--- src/hw/ptc_pkg.sv ---
// Functional notes
// - filtered input above 0.94 V raises the flashing overheat alarm, operation continues.
// - filtered input above 1.87 V declares the flashing overheat fault and stops.
// - selection of one or more enables supervision and reserves the analogue input.
// - protection selection resets to zero, supervision disabled.
// - selection one flags the alarm only and never stops the motor.
// - fault stop is normal deceleration, deceleration time two, or coast, with fault output.
// - each stop method exists with the alarm flagged and with the alarm suppressed.
// - input low-pass filter, 0.0 to 10.0 s in 0.1 s steps, default 0.2 s.
// - with protection enabled, frequency reference sources 2, 3 and 4 are refused.
// - with PID control on, feedback sources 0, 1 and 2 are refused.
// - selection 1 refused while reference 2-4 and PID 1 with feedback 0-2.
// - refused panel write shows an error and keeps the previous value.
// - refused serial-bus write raises a flashing constant setting error.
// - fan mode 0 runs the fan with the drive and one minute after stopping.
// - fan mode 1 runs the fan continuously while powered.
package ptc_pkg;
  localparam int CLK_NS = 20;
  localparam int TICK_NS = 1562500;
  localparam int TICK_CYC = TICK_NS / CLK_NS;
  localparam longint FAN_HOLD_MS = 60000;
  localparam logic [15:0] FAN_HOLD_TICKS = 16'(FAN_HOLD_MS * 1000000 / TICK_NS);
  localparam int BLINK_MS = 500;
  localparam logic [8:0] BLINK_TICKS = 9'(BLINK_MS * 1000000 / TICK_NS);
  localparam int FILT_SHIFT = 6;
  localparam int FILT_UNIT_MS = 100;
  localparam int STEP_PER_UNIT = FILT_UNIT_MS * 1000000 / (TICK_NS * (1 << FILT_SHIFT));
  localparam logic [6:0] FILT_MAX = 7'h64;
  localparam logic [6:0] FILT_RST = 7'h02;
  localparam int ADC_FS_MV = 10000;
  localparam int ADC_MAX = 1023;
  localparam int ALARM_MV = 940;
  localparam int FAULT_MV = 1870;
  localparam logic [9:0] ALARM_CODE = 10'(ALARM_MV * ADC_MAX / ADC_FS_MV);
  localparam logic [9:0] FAULT_CODE = 10'(FAULT_MV * ADC_MAX / ADC_FS_MV);
  localparam logic [2:0] SEL_OFF = 3'h0;
  localparam logic [2:0] SEL_ALARM = 3'h1;
  localparam logic [2:0] SEL_A_DEC1 = 3'h2;
  localparam logic [2:0] SEL_A_DEC2 = 3'h3;
  localparam logic [2:0] SEL_A_COAST = 3'h4;
  localparam logic [2:0] SEL_N_DEC1 = 3'h5;
  localparam logic [2:0] SEL_N_DEC2 = 3'h6;
  localparam logic [2:0] SEL_N_COAST = 3'h7;
  localparam logic [31:0] REF_MAX = 32'h0000_0009;
  localparam logic [31:0] REF_ANA_LO = 32'h0000_0002;
  localparam logic [31:0] REF_ANA_HI = 32'h0000_0004;
  localparam logic [31:0] FB_ANA_HI = 32'h0000_0002;
  localparam logic [5:0] A_PROT = 6'h00;
  localparam logic [5:0] A_FILT = 6'h04;
  localparam logic [5:0] A_FREF = 6'h08;
  localparam logic [5:0] A_PIDS = 6'h0C;
  localparam logic [5:0] A_PIDF = 6'h10;
  localparam logic [5:0] A_FAN = 6'h14;
  localparam logic [5:0] A_STAT = 6'h18;
  localparam logic [5:0] A_ISTAT = 6'h1C;
  localparam logic [5:0] A_IMASK = 6'h20;
  localparam logic [5:0] A_CLR = 6'h24;
  localparam int PANEL_BIT = 6;
  localparam int ST_ALARM = 16;
  localparam int ST_FAULT = 17;
  localparam int ST_FAN = 18;
  localparam int ST_SETERR = 19;
  localparam int ST_STOP = 20;
  localparam int IB_ALARM = 0;
  localparam int IB_FAULT = 1;
  localparam int IB_SETERR = 2;
  localparam int IB_PANEL = 3;
  localparam int CLR_FAULT = 0;
  localparam int CLR_SETERR = 1;
  typedef enum logic [1:0] {BUS_IDLE, BUS_WRITE, BUS_READ} bus_st_t;
  typedef enum logic [1:0] {STOP_NONE, STOP_DECEL1, STOP_DECEL2, STOP_COAST} stop_t;
endpackage

--- src/hw/motor_overheat_fan_control.sv ---
module motor_overheat_fan_control #(
  parameter int TICK_CYC = ptc_pkg::TICK_CYC
) (
  input wire logic hclk,
  input wire logic hresetn,
  input wire logic hsel,
  input wire logic [31:0] haddr,
  input wire logic [1:0] htrans,
  input wire logic hwrite,
  input wire logic [2:0] hsize,
  input wire logic [31:0] hwdata,
  input wire logic hready,
  output logic hreadyout,
  output logic hresp,
  output logic [31:0] hrdata,
  input wire logic [9:0] thermistor_analog_input,
  input wire logic drive_running,
  output logic motor_overheat_alarm,
  output logic motor_overheat_fault,
  output logic alarm_indicator,
  output logic fault_indicator,
  output logic setting_error_code,
  output logic stop_decel_normal,
  output logic stop_decel_two,
  output logic stop_coast,
  output logic fan_on,
  output logic irq
);

  typedef struct packed {
    ptc_pkg::bus_st_t bus;
    logic [5:0] ph_addr;
    logic ph_panel;
    logic rdy;
    logic resp;
    logic [31:0] rdata;
    logic [2:0] prot_sel;
    logic [6:0] filt_time;
    logic [3:0] freq_ref;
    logic [1:0] pid_sel;
    logic [2:0] pid_fb;
    logic fan_mode;
    logic [16:0] tick_cnt;
    logic tick;
    logic [6:0] step_cnt;
    logic [15:0] filt;
    logic alarm;
    logic fault;
    ptc_pkg::stop_t stop;
    logic [2:0] stop_pin;
    logic [15:0] fan_cnt;
    logic fan;
    logic [8:0] blink_cnt;
    logic blink;
    logic alarm_led;
    logic fault_led;
    logic set_err;
    logic err_led;
    logic [3:0] int_stat;
    logic [3:0] int_mask;
    logic irq;
  } state_t;

  localparam state_t RESET_STATE = '{
    bus: ptc_pkg::BUS_IDLE,
    stop: ptc_pkg::STOP_NONE,
    rdy: 1'b1,
    filt_time: ptc_pkg::FILT_RST,
    prot_sel: ptc_pkg::SEL_OFF,
    default: '0
  };

  state_t q;
  state_t n;
  logic signed [16:0] diff;
  logic [9:0] code;
  logic above_alarm;
  logic above_fault;
  logic enabled;
  logic sel_alarm;
  logic sel_stop;
  logic accept;
  logic reject;
  logic rd_clear;
  logic ref_ana;
  logic fb_ana;
  logic [3:0] ev;
  logic [31:0] wd;

  ////////////////////////////////////////////////////////////////////////
  always_comb begin
    n = q;
    diff = '0;
    reject = 1'b0;
    rd_clear = 1'b0;
    ev = '0;
    wd = hwdata;
    code = q.filt[15:6];
    above_alarm = code > ptc_pkg::ALARM_CODE;
    above_fault = code > ptc_pkg::FAULT_CODE;
    enabled = q.prot_sel != ptc_pkg::SEL_OFF;
    sel_alarm = enabled && q.prot_sel <= ptc_pkg::SEL_A_COAST;
    sel_stop = q.prot_sel >= ptc_pkg::SEL_A_DEC1;
    ref_ana = q.freq_ref >= 4'(ptc_pkg::REF_ANA_LO) && q.freq_ref <= 4'(ptc_pkg::REF_ANA_HI);
    fb_ana = q.pid_fb <= 3'(ptc_pkg::FB_ANA_HI);
    accept = hsel && hready && htrans[1];

    // one shared time base keeps every slow counter in step
    n.tick = 1'b0;
    if (q.tick_cnt == 17'(TICK_CYC - 1)) begin
      n.tick_cnt = '0;
      n.tick = 1'b1;
    end else begin
      n.tick_cnt = q.tick_cnt + 17'h00001;
    end

    // 64 steps of 1/64 each make one time constant
    if (q.filt_time == 7'h00) begin
      n.filt = {thermistor_analog_input, 6'h00};
      n.step_cnt = '0;
    end else if (q.tick) begin
      if (q.step_cnt >= 7'(q.filt_time * ptc_pkg::STEP_PER_UNIT - 1)) begin
        n.step_cnt = '0;
        diff = $signed({1'b0, thermistor_analog_input, 6'h00}) - $signed({1'b0, q.filt});
        n.filt = q.filt + 16'(diff >>> ptc_pkg::FILT_SHIFT);
      end else begin
        n.step_cnt = q.step_cnt + 7'h01;
      end
    end

    ////////////////////////////////////////////////////////////////////////
    // bus data phase
    case (q.bus)
      ptc_pkg::BUS_WRITE: begin
        case (q.ph_addr)
          ptc_pkg::A_PROT: begin
            if (wd == 32'(ptc_pkg::SEL_ALARM) && ref_ana && q.pid_sel == 2'h1 && fb_ana) begin
              reject = 1'b1;
            end else begin
              n.prot_sel = wd[2:0];
            end
          end
          ptc_pkg::A_FILT: begin
            if (wd > 32'(ptc_pkg::FILT_MAX)) begin
              reject = 1'b1;
            end else begin
              n.filt_time = wd[6:0];
            end
          end
          ptc_pkg::A_FREF: begin
            if (wd > ptc_pkg::REF_MAX) begin
              reject = 1'b1;
            end else if (enabled && wd >= ptc_pkg::REF_ANA_LO && wd <= ptc_pkg::REF_ANA_HI) begin
              reject = 1'b1;
            end else begin
              n.freq_ref = wd[3:0];
            end
          end
          ptc_pkg::A_PIDS: begin
            n.pid_sel = wd[1:0];
          end
          ptc_pkg::A_PIDF: begin
            if (q.pid_sel != 2'h0 && wd <= ptc_pkg::FB_ANA_HI) begin
              reject = 1'b1;
            end else begin
              n.pid_fb = wd[2:0];
            end
          end
          ptc_pkg::A_FAN: begin
            n.fan_mode = wd[0];
          end
          ptc_pkg::A_IMASK: begin
            n.int_mask = wd[3:0];
          end
          ptc_pkg::A_CLR: begin
            // a clear command releases a latched fault only once the winding has cooled
            if (wd[ptc_pkg::CLR_FAULT] && !above_fault) begin
              n.fault = 1'b0;
            end
            if (wd[ptc_pkg::CLR_SETERR]) begin
              n.set_err = 1'b0;
            end
          end
          default: begin
          end
        endcase
        // a refused write leaves the old value standing
        if (reject && q.ph_panel) begin
          ev[ptc_pkg::IB_PANEL] = 1'b1;
        end else if (reject) begin
          n.set_err = 1'b1;
          ev[ptc_pkg::IB_SETERR] = 1'b1;
        end
        n.bus = ptc_pkg::BUS_IDLE;
      end
      ptc_pkg::BUS_READ: begin
        n.rdata = '0;
        case (q.ph_addr)
          ptc_pkg::A_PROT: n.rdata = 32'(q.prot_sel);
          ptc_pkg::A_FILT: n.rdata = 32'(q.filt_time);
          ptc_pkg::A_FREF: n.rdata = 32'(q.freq_ref);
          ptc_pkg::A_PIDS: n.rdata = 32'(q.pid_sel);
          ptc_pkg::A_PIDF: n.rdata = 32'(q.pid_fb);
          ptc_pkg::A_FAN: n.rdata = 32'(q.fan_mode);
          ptc_pkg::A_STAT: begin
            n.rdata[9:0] = code;
            n.rdata[ptc_pkg::ST_ALARM] = q.alarm;
            n.rdata[ptc_pkg::ST_FAULT] = q.fault;
            n.rdata[ptc_pkg::ST_FAN] = q.fan;
            n.rdata[ptc_pkg::ST_SETERR] = q.set_err;
            n.rdata[ptc_pkg::ST_STOP +: 2] = q.stop;
          end
          ptc_pkg::A_ISTAT: begin
            n.rdata = 32'(q.int_stat);
            rd_clear = 1'b1;
          end
          ptc_pkg::A_IMASK: n.rdata = 32'(q.int_mask);
          default: n.rdata = '0;
        endcase
        n.rdy = 1'b1;
        n.bus = ptc_pkg::BUS_IDLE;
      end
      default: begin
        n.bus = ptc_pkg::BUS_IDLE;
      end
    endcase

    // address phase; reads take one wait state so a prior write is seen
    if (accept) begin
      n.ph_addr = haddr[5:0];
      n.ph_panel = haddr[ptc_pkg::PANEL_BIT];
      n.bus = hwrite ? ptc_pkg::BUS_WRITE : ptc_pkg::BUS_READ;
      n.rdy = hwrite;
    end

    ////////////////////////////////////////////////////////////////////////
    // supervision
    n.alarm = sel_alarm && above_alarm;
    if (!sel_stop) begin
      n.fault = 1'b0;
    end else if (above_fault) begin
      n.fault = 1'b1;
    end
    n.stop = ptc_pkg::STOP_NONE;
    if (n.fault) begin
      case (q.prot_sel)
        ptc_pkg::SEL_A_DEC1, ptc_pkg::SEL_N_DEC1: n.stop = ptc_pkg::STOP_DECEL1;
        ptc_pkg::SEL_A_DEC2, ptc_pkg::SEL_N_DEC2: n.stop = ptc_pkg::STOP_DECEL2;
        default: n.stop = ptc_pkg::STOP_COAST;
      endcase
    end
    // decoded here so each stop pin leaves a flop of its own
    n.stop_pin[0] = n.stop == ptc_pkg::STOP_DECEL1;
    n.stop_pin[1] = n.stop == ptc_pkg::STOP_DECEL2;
    n.stop_pin[2] = n.stop == ptc_pkg::STOP_COAST;

    if (q.tick) begin
      if (q.blink_cnt == ptc_pkg::BLINK_TICKS - 9'h001) begin
        n.blink_cnt = '0;
        n.blink = !q.blink;
      end else begin
        n.blink_cnt = q.blink_cnt + 9'h001;
      end
    end
    n.alarm_led = n.alarm && n.blink;
    n.fault_led = n.fault && n.blink;
    n.err_led = n.set_err && n.blink;

    // fan run-on reloads while running, counts down after stop
    if (drive_running) begin
      n.fan_cnt = ptc_pkg::FAN_HOLD_TICKS;
    end else if (q.tick && q.fan_cnt != 16'h0000) begin
      n.fan_cnt = q.fan_cnt - 16'h0001;
    end
    n.fan = q.fan_mode || drive_running || n.fan_cnt != 16'h0000;

    ev[ptc_pkg::IB_ALARM] = n.alarm && !q.alarm;
    ev[ptc_pkg::IB_FAULT] = n.fault && !q.fault;
    if (rd_clear) begin
      n.int_stat = '0;
    end
    n.int_stat = n.int_stat | ev;
    n.irq = |(n.int_stat & n.int_mask);
  end

  always_ff @(posedge hclk or negedge hresetn) begin
    if (!hresetn) begin
      q <= RESET_STATE;
    end else begin
      q <= n;
    end
  end

  ////////////////////////////////////////////////////////////////////////
  assign hreadyout = q.rdy;
  assign hresp = q.resp;
  assign hrdata = q.rdata;
  assign motor_overheat_alarm = q.alarm;
  assign motor_overheat_fault = q.fault;
  assign alarm_indicator = q.alarm_led;
  assign fault_indicator = q.fault_led;
  assign setting_error_code = q.err_led;
  assign stop_decel_normal = q.stop_pin[0];
  assign stop_decel_two = q.stop_pin[1];
  assign stop_coast = q.stop_pin[2];
  assign fan_on = q.fan;
  assign irq = q.irq;
endmodule

--- config.mk ---
export PLATFORM = sky130hd
export DESIGN_NAME = motor_overheat_fan_control
export DESIGN_NICKNAME = d
export VERILOG_FILES = /design/src/hw/ptc_pkg.sv /design/src/hw/motor_overheat_fan_control.sv
export SDC_FILE = /design/constraint.sdc
export NUM_CORES = 1
export LEC_CHECK = 0
export ABC_AREA = 1
export BUFFER_PORTS_ARGS = -buffer_cell sky130_fd_sc_hd__buf_2
export CORE_MARGIN = 1
export CORE_UTILIZATION = 52
export DETAILED_ROUTE_END_ITERATION = 10
export GPL_TIMING_DRIVEN = 0
export PLACE_DENSITY = 0.73
export REMOVE_ABC_BUFFERS = 1
export SETUP_SLACK_MARGIN = 0.15
export SYNTH_ARGS = -nofsm -noshare
export SYNTH_HDL_FRONTEND = slang
export SYNTH_SLANG_ARGS = --single-unit
--- constraint.sdc ---
create_clock -name hclk -period 9.27 [get_ports hclk]
set_clock_uncertainty 0.2 [all_clocks]
set_input_delay 0.4635 -clock hclk [delete_from_list [all_inputs] [get_ports hclk]]
set_output_delay 0.4635 -clock hclk [all_outputs]
set_load 0.02 [all_outputs]
==> run metrics <==
worst hold path endpoint q[150]$_DFF_PN0_; Clock Tree Root clkbuf_16; crit path DAT a little under 4 ns; nets@finish 1,320; CTS H-tree lvls 4; worst vdd ir ~0.14 mV; MaxCap Viol Count 0; status complete, no violations; Clock Sink Count about 130; TritonCTS clock tree yes; Mean Syn Cell Area between 7 and 8 sq um; setup TNS 0 ns; largest net degree at the start of global routing 73; R2R depth 21; DIE HEIGHT approximately 130 um; Total Wirelength 19.0 mm; DRC violations left 0; top cell type by total area after synthesis dfrtp_1; Placer Congestion between 0.9 and 1; CTS clk-pin slew, worst paths about 0.060 ns; GRT overflow 0; Vias/cell about 5.1; Biggest register q; vias in the first global route 6,621; R2R Setup Slk 5.40 ns; ys async rst share 1.00; share of layout cells above drive strength 1 0.124; Distinct cells, synth 50; Hold Path Depth 2; vias post-DR around 7,300; Max clock buf depth 2; ys flop type dfrtp_1; Post-synth top cells 282 x nand2_1, 145 x nor2_1, 134 x inv_1; RSZ-0062 raised after global routing no; total CTS buffers 17; Leakage between 4 and 5 nW; Crit. End Element flop; Reg-to-Reg End code[7]$_DFFE_PN0P_; final setup fails 0; setup bufs post-CTS 0; row count 46; core area roughly 16,000 sq um; relative slew slack 0.261; GRT Total Usage 0.243; Worst-Margin Slew ~1.1 ns; PwrDens between 150 and 200 nW/um^2; fin crit share 0.417; most numerous cell in the Yosys netlist nand2_1; sequential area share after synthesis 0.398; Top Ports about 130; P&R area growth vs syn 13.4%; DRT Pass-1 Iters 6; Post-Synthesis Cells ~1,100; Synthesis Warnings 0; Worst Hold Class input port to flop; Die ar. between 15,000 and 20,000 sq um; FF+latch count, synth roughly 130; worst path required time 9.38 ns; antenna cell count 0; Synth area leaders dfrtp_1 39%, nand2_1 13%, nor2_1 6.4%; Buffers on Ports 82; final core utilization 0.602; remaining antenna violation count 0; number of synthesized flops with an enable pin 0; Post-Syn Area 8440 sq um; Fmax 259 MHz; Post-CTS Hold Buffers 1; Startpoint Class flop; post-route minimum period 3.87 ns; first-pass GRT wire length 31.7 mm; Die Wd approximately 130 um; initial antenna violation count 0; CP Class flop to flop; R2R Path Start code[1]$_DFFE_PN0P_; share of the synthesized area in the top cell type 0.391; min-delay src hwrite; Pins Over Slew Limit 0; Avg WL per Cell between 10 and 15 um; worst hold slack about 0.017 ns; Skew-Pair Late Insertion Delay 0.42 ns; number of flip-flops in the largest register 97; Initial DRC Count 483; DPL Wire Length 14.2 mm; Post-CTS Resized 0; Initial Util 0.531; final hold vios 0; CP Max Fanout 4
==> cells by family after synthesis <==
kind of cell / count (synthesis) / share of synthesized area
fa+ha+maj: 41 / 0.0617
simple gates: 556 / 0.283
mux: 6 / 0.00786
xor+xnor: 51 / 0.0529
buf+inv: 187 / 0.102
other cells: 1 / 0.000444
compound gates: 145 / 0.0955
flops: 134 / 0.398
==> how the worst max path moves through the flow <==
| stage | from | to | slack [ns] | depth (start not counted) |
|---|---|---|---|---|
| 2_1_floorplan | thermistor_analog_input[1] | code[7]$_DFFE_PN0P_ | 6.01 | 20 |
| 3_3_place_gp | thermistor_analog_input[1] | code[7]$_DFFE_PN0P_ | 5.38 | 21 |
| 3_5_place_dp | thermistor_analog_input[1] | code[7]$_DFFE_PN0P_ | 5.42 | 21 |
| 4_1_cts | code[1]$_DFFE_PN0P_ | code[7]$_DFFE_PN0P_ | 5.45 | 21 |
| 5_1_grt | code[0]$_DFFE_PN0P_ | code[7]$_DFFE_PN0P_ | 5.02 | 21 |
| 6_report | code[1]$_DFFE_PN0P_ | code[7]$_DFFE_PN0P_ | 5.40 | 21 |
==> power breakdown <==
| group | switching, mW | total (mW) | internal, mW |
|---|---|---|---|
| clock | 0.254 | 0.766 | 0.512 |
| combinational | 0.138 | 0.215 | 0.0770 |
| sequential | 0.0151 | 0.622 | 0.607 |
| total | 0.406 | 1.60 | 1.20 |
==> worst max-delay path, cell delays in order, from the launching register on <==
cell and delay (ns):
dfrtp_1 0.44, inv_1 0.10, ha_1 0.35, nand4_1 0.11
o21ai_0 0.39, inv_1 0.11, nor2_1 0.13, or2_2 0.13
xnor2_1 0.10, inv_1 0.07, ha_1 0.33, inv_1 0.07
nor3_1 0.18, nand2_1 0.08, nand3_1 0.15, nand2_1 0.10
o21ai_0 0.32, nand2_1 0.13, nand3_1 0.09, nand3_1 0.07
nand2_1 0.08, nand2_1 0.05
==> per-stage QoR <==
step	power [mW]	instances	cell area (sq um)	worst slack [ns]
after global placement	0.839	1389	8850	5.38
after global routing	1.67	1423	9570	5.02
after floorplan	0.776	1091	8170	6.01
after CTS	1.61	1423	9570	5.45
final	1.60	1423	9570	5.40
after detailed placement	0.845	1390	8890	5.42
==> layout make-up <==
class / count / area (sq um)
clock buffers: 20 / 447
clock inverters: 12 / 225
fillers: 1462 / 6320
inverters: 141 / 529
multi-input cells: 816 / 4290
flip-flops and latches: 134 / 3360
well taps: 216 / 270
repair buffers: 84 / 454
==> cells in the final DEF, fill, tap and decap left out, types with 4 or more instances in the layout <==
cell / instances
nor3_1: 21
xnor2_1: 20
o21ai_0: 64
a21oi_1: 47
inv_1: 134
clkbuf_16: 17
nor3_2: 5
mux2_2: 5
buf_2: 81
nand2_1: 282
bufinv_16: 6
nor2_2: 4
dfrtp_1: 132
a22oi_1: 5
xor2_1: 31
nor2_1: 145
o22ai_1: 4
o211ai_1: 4
nand3_1: 62
inv_2: 6
nand4_1: 16
nor4_1: 4
ha_1: 40
conb_1: 17
==> metal layers <==
layer	global-route usage	part of all wire	wire length [um]	vias up
met4	0.0893	0.021	402	0
met2	0.377	0.45	8500	195
met3	0.0512	0.042	805	33
met5	0	0	0	-
li1	-	-	-	3710
met1	0.336	0.49	9310	3351
No activity file was read; power rests on OpenSTA's default activity.
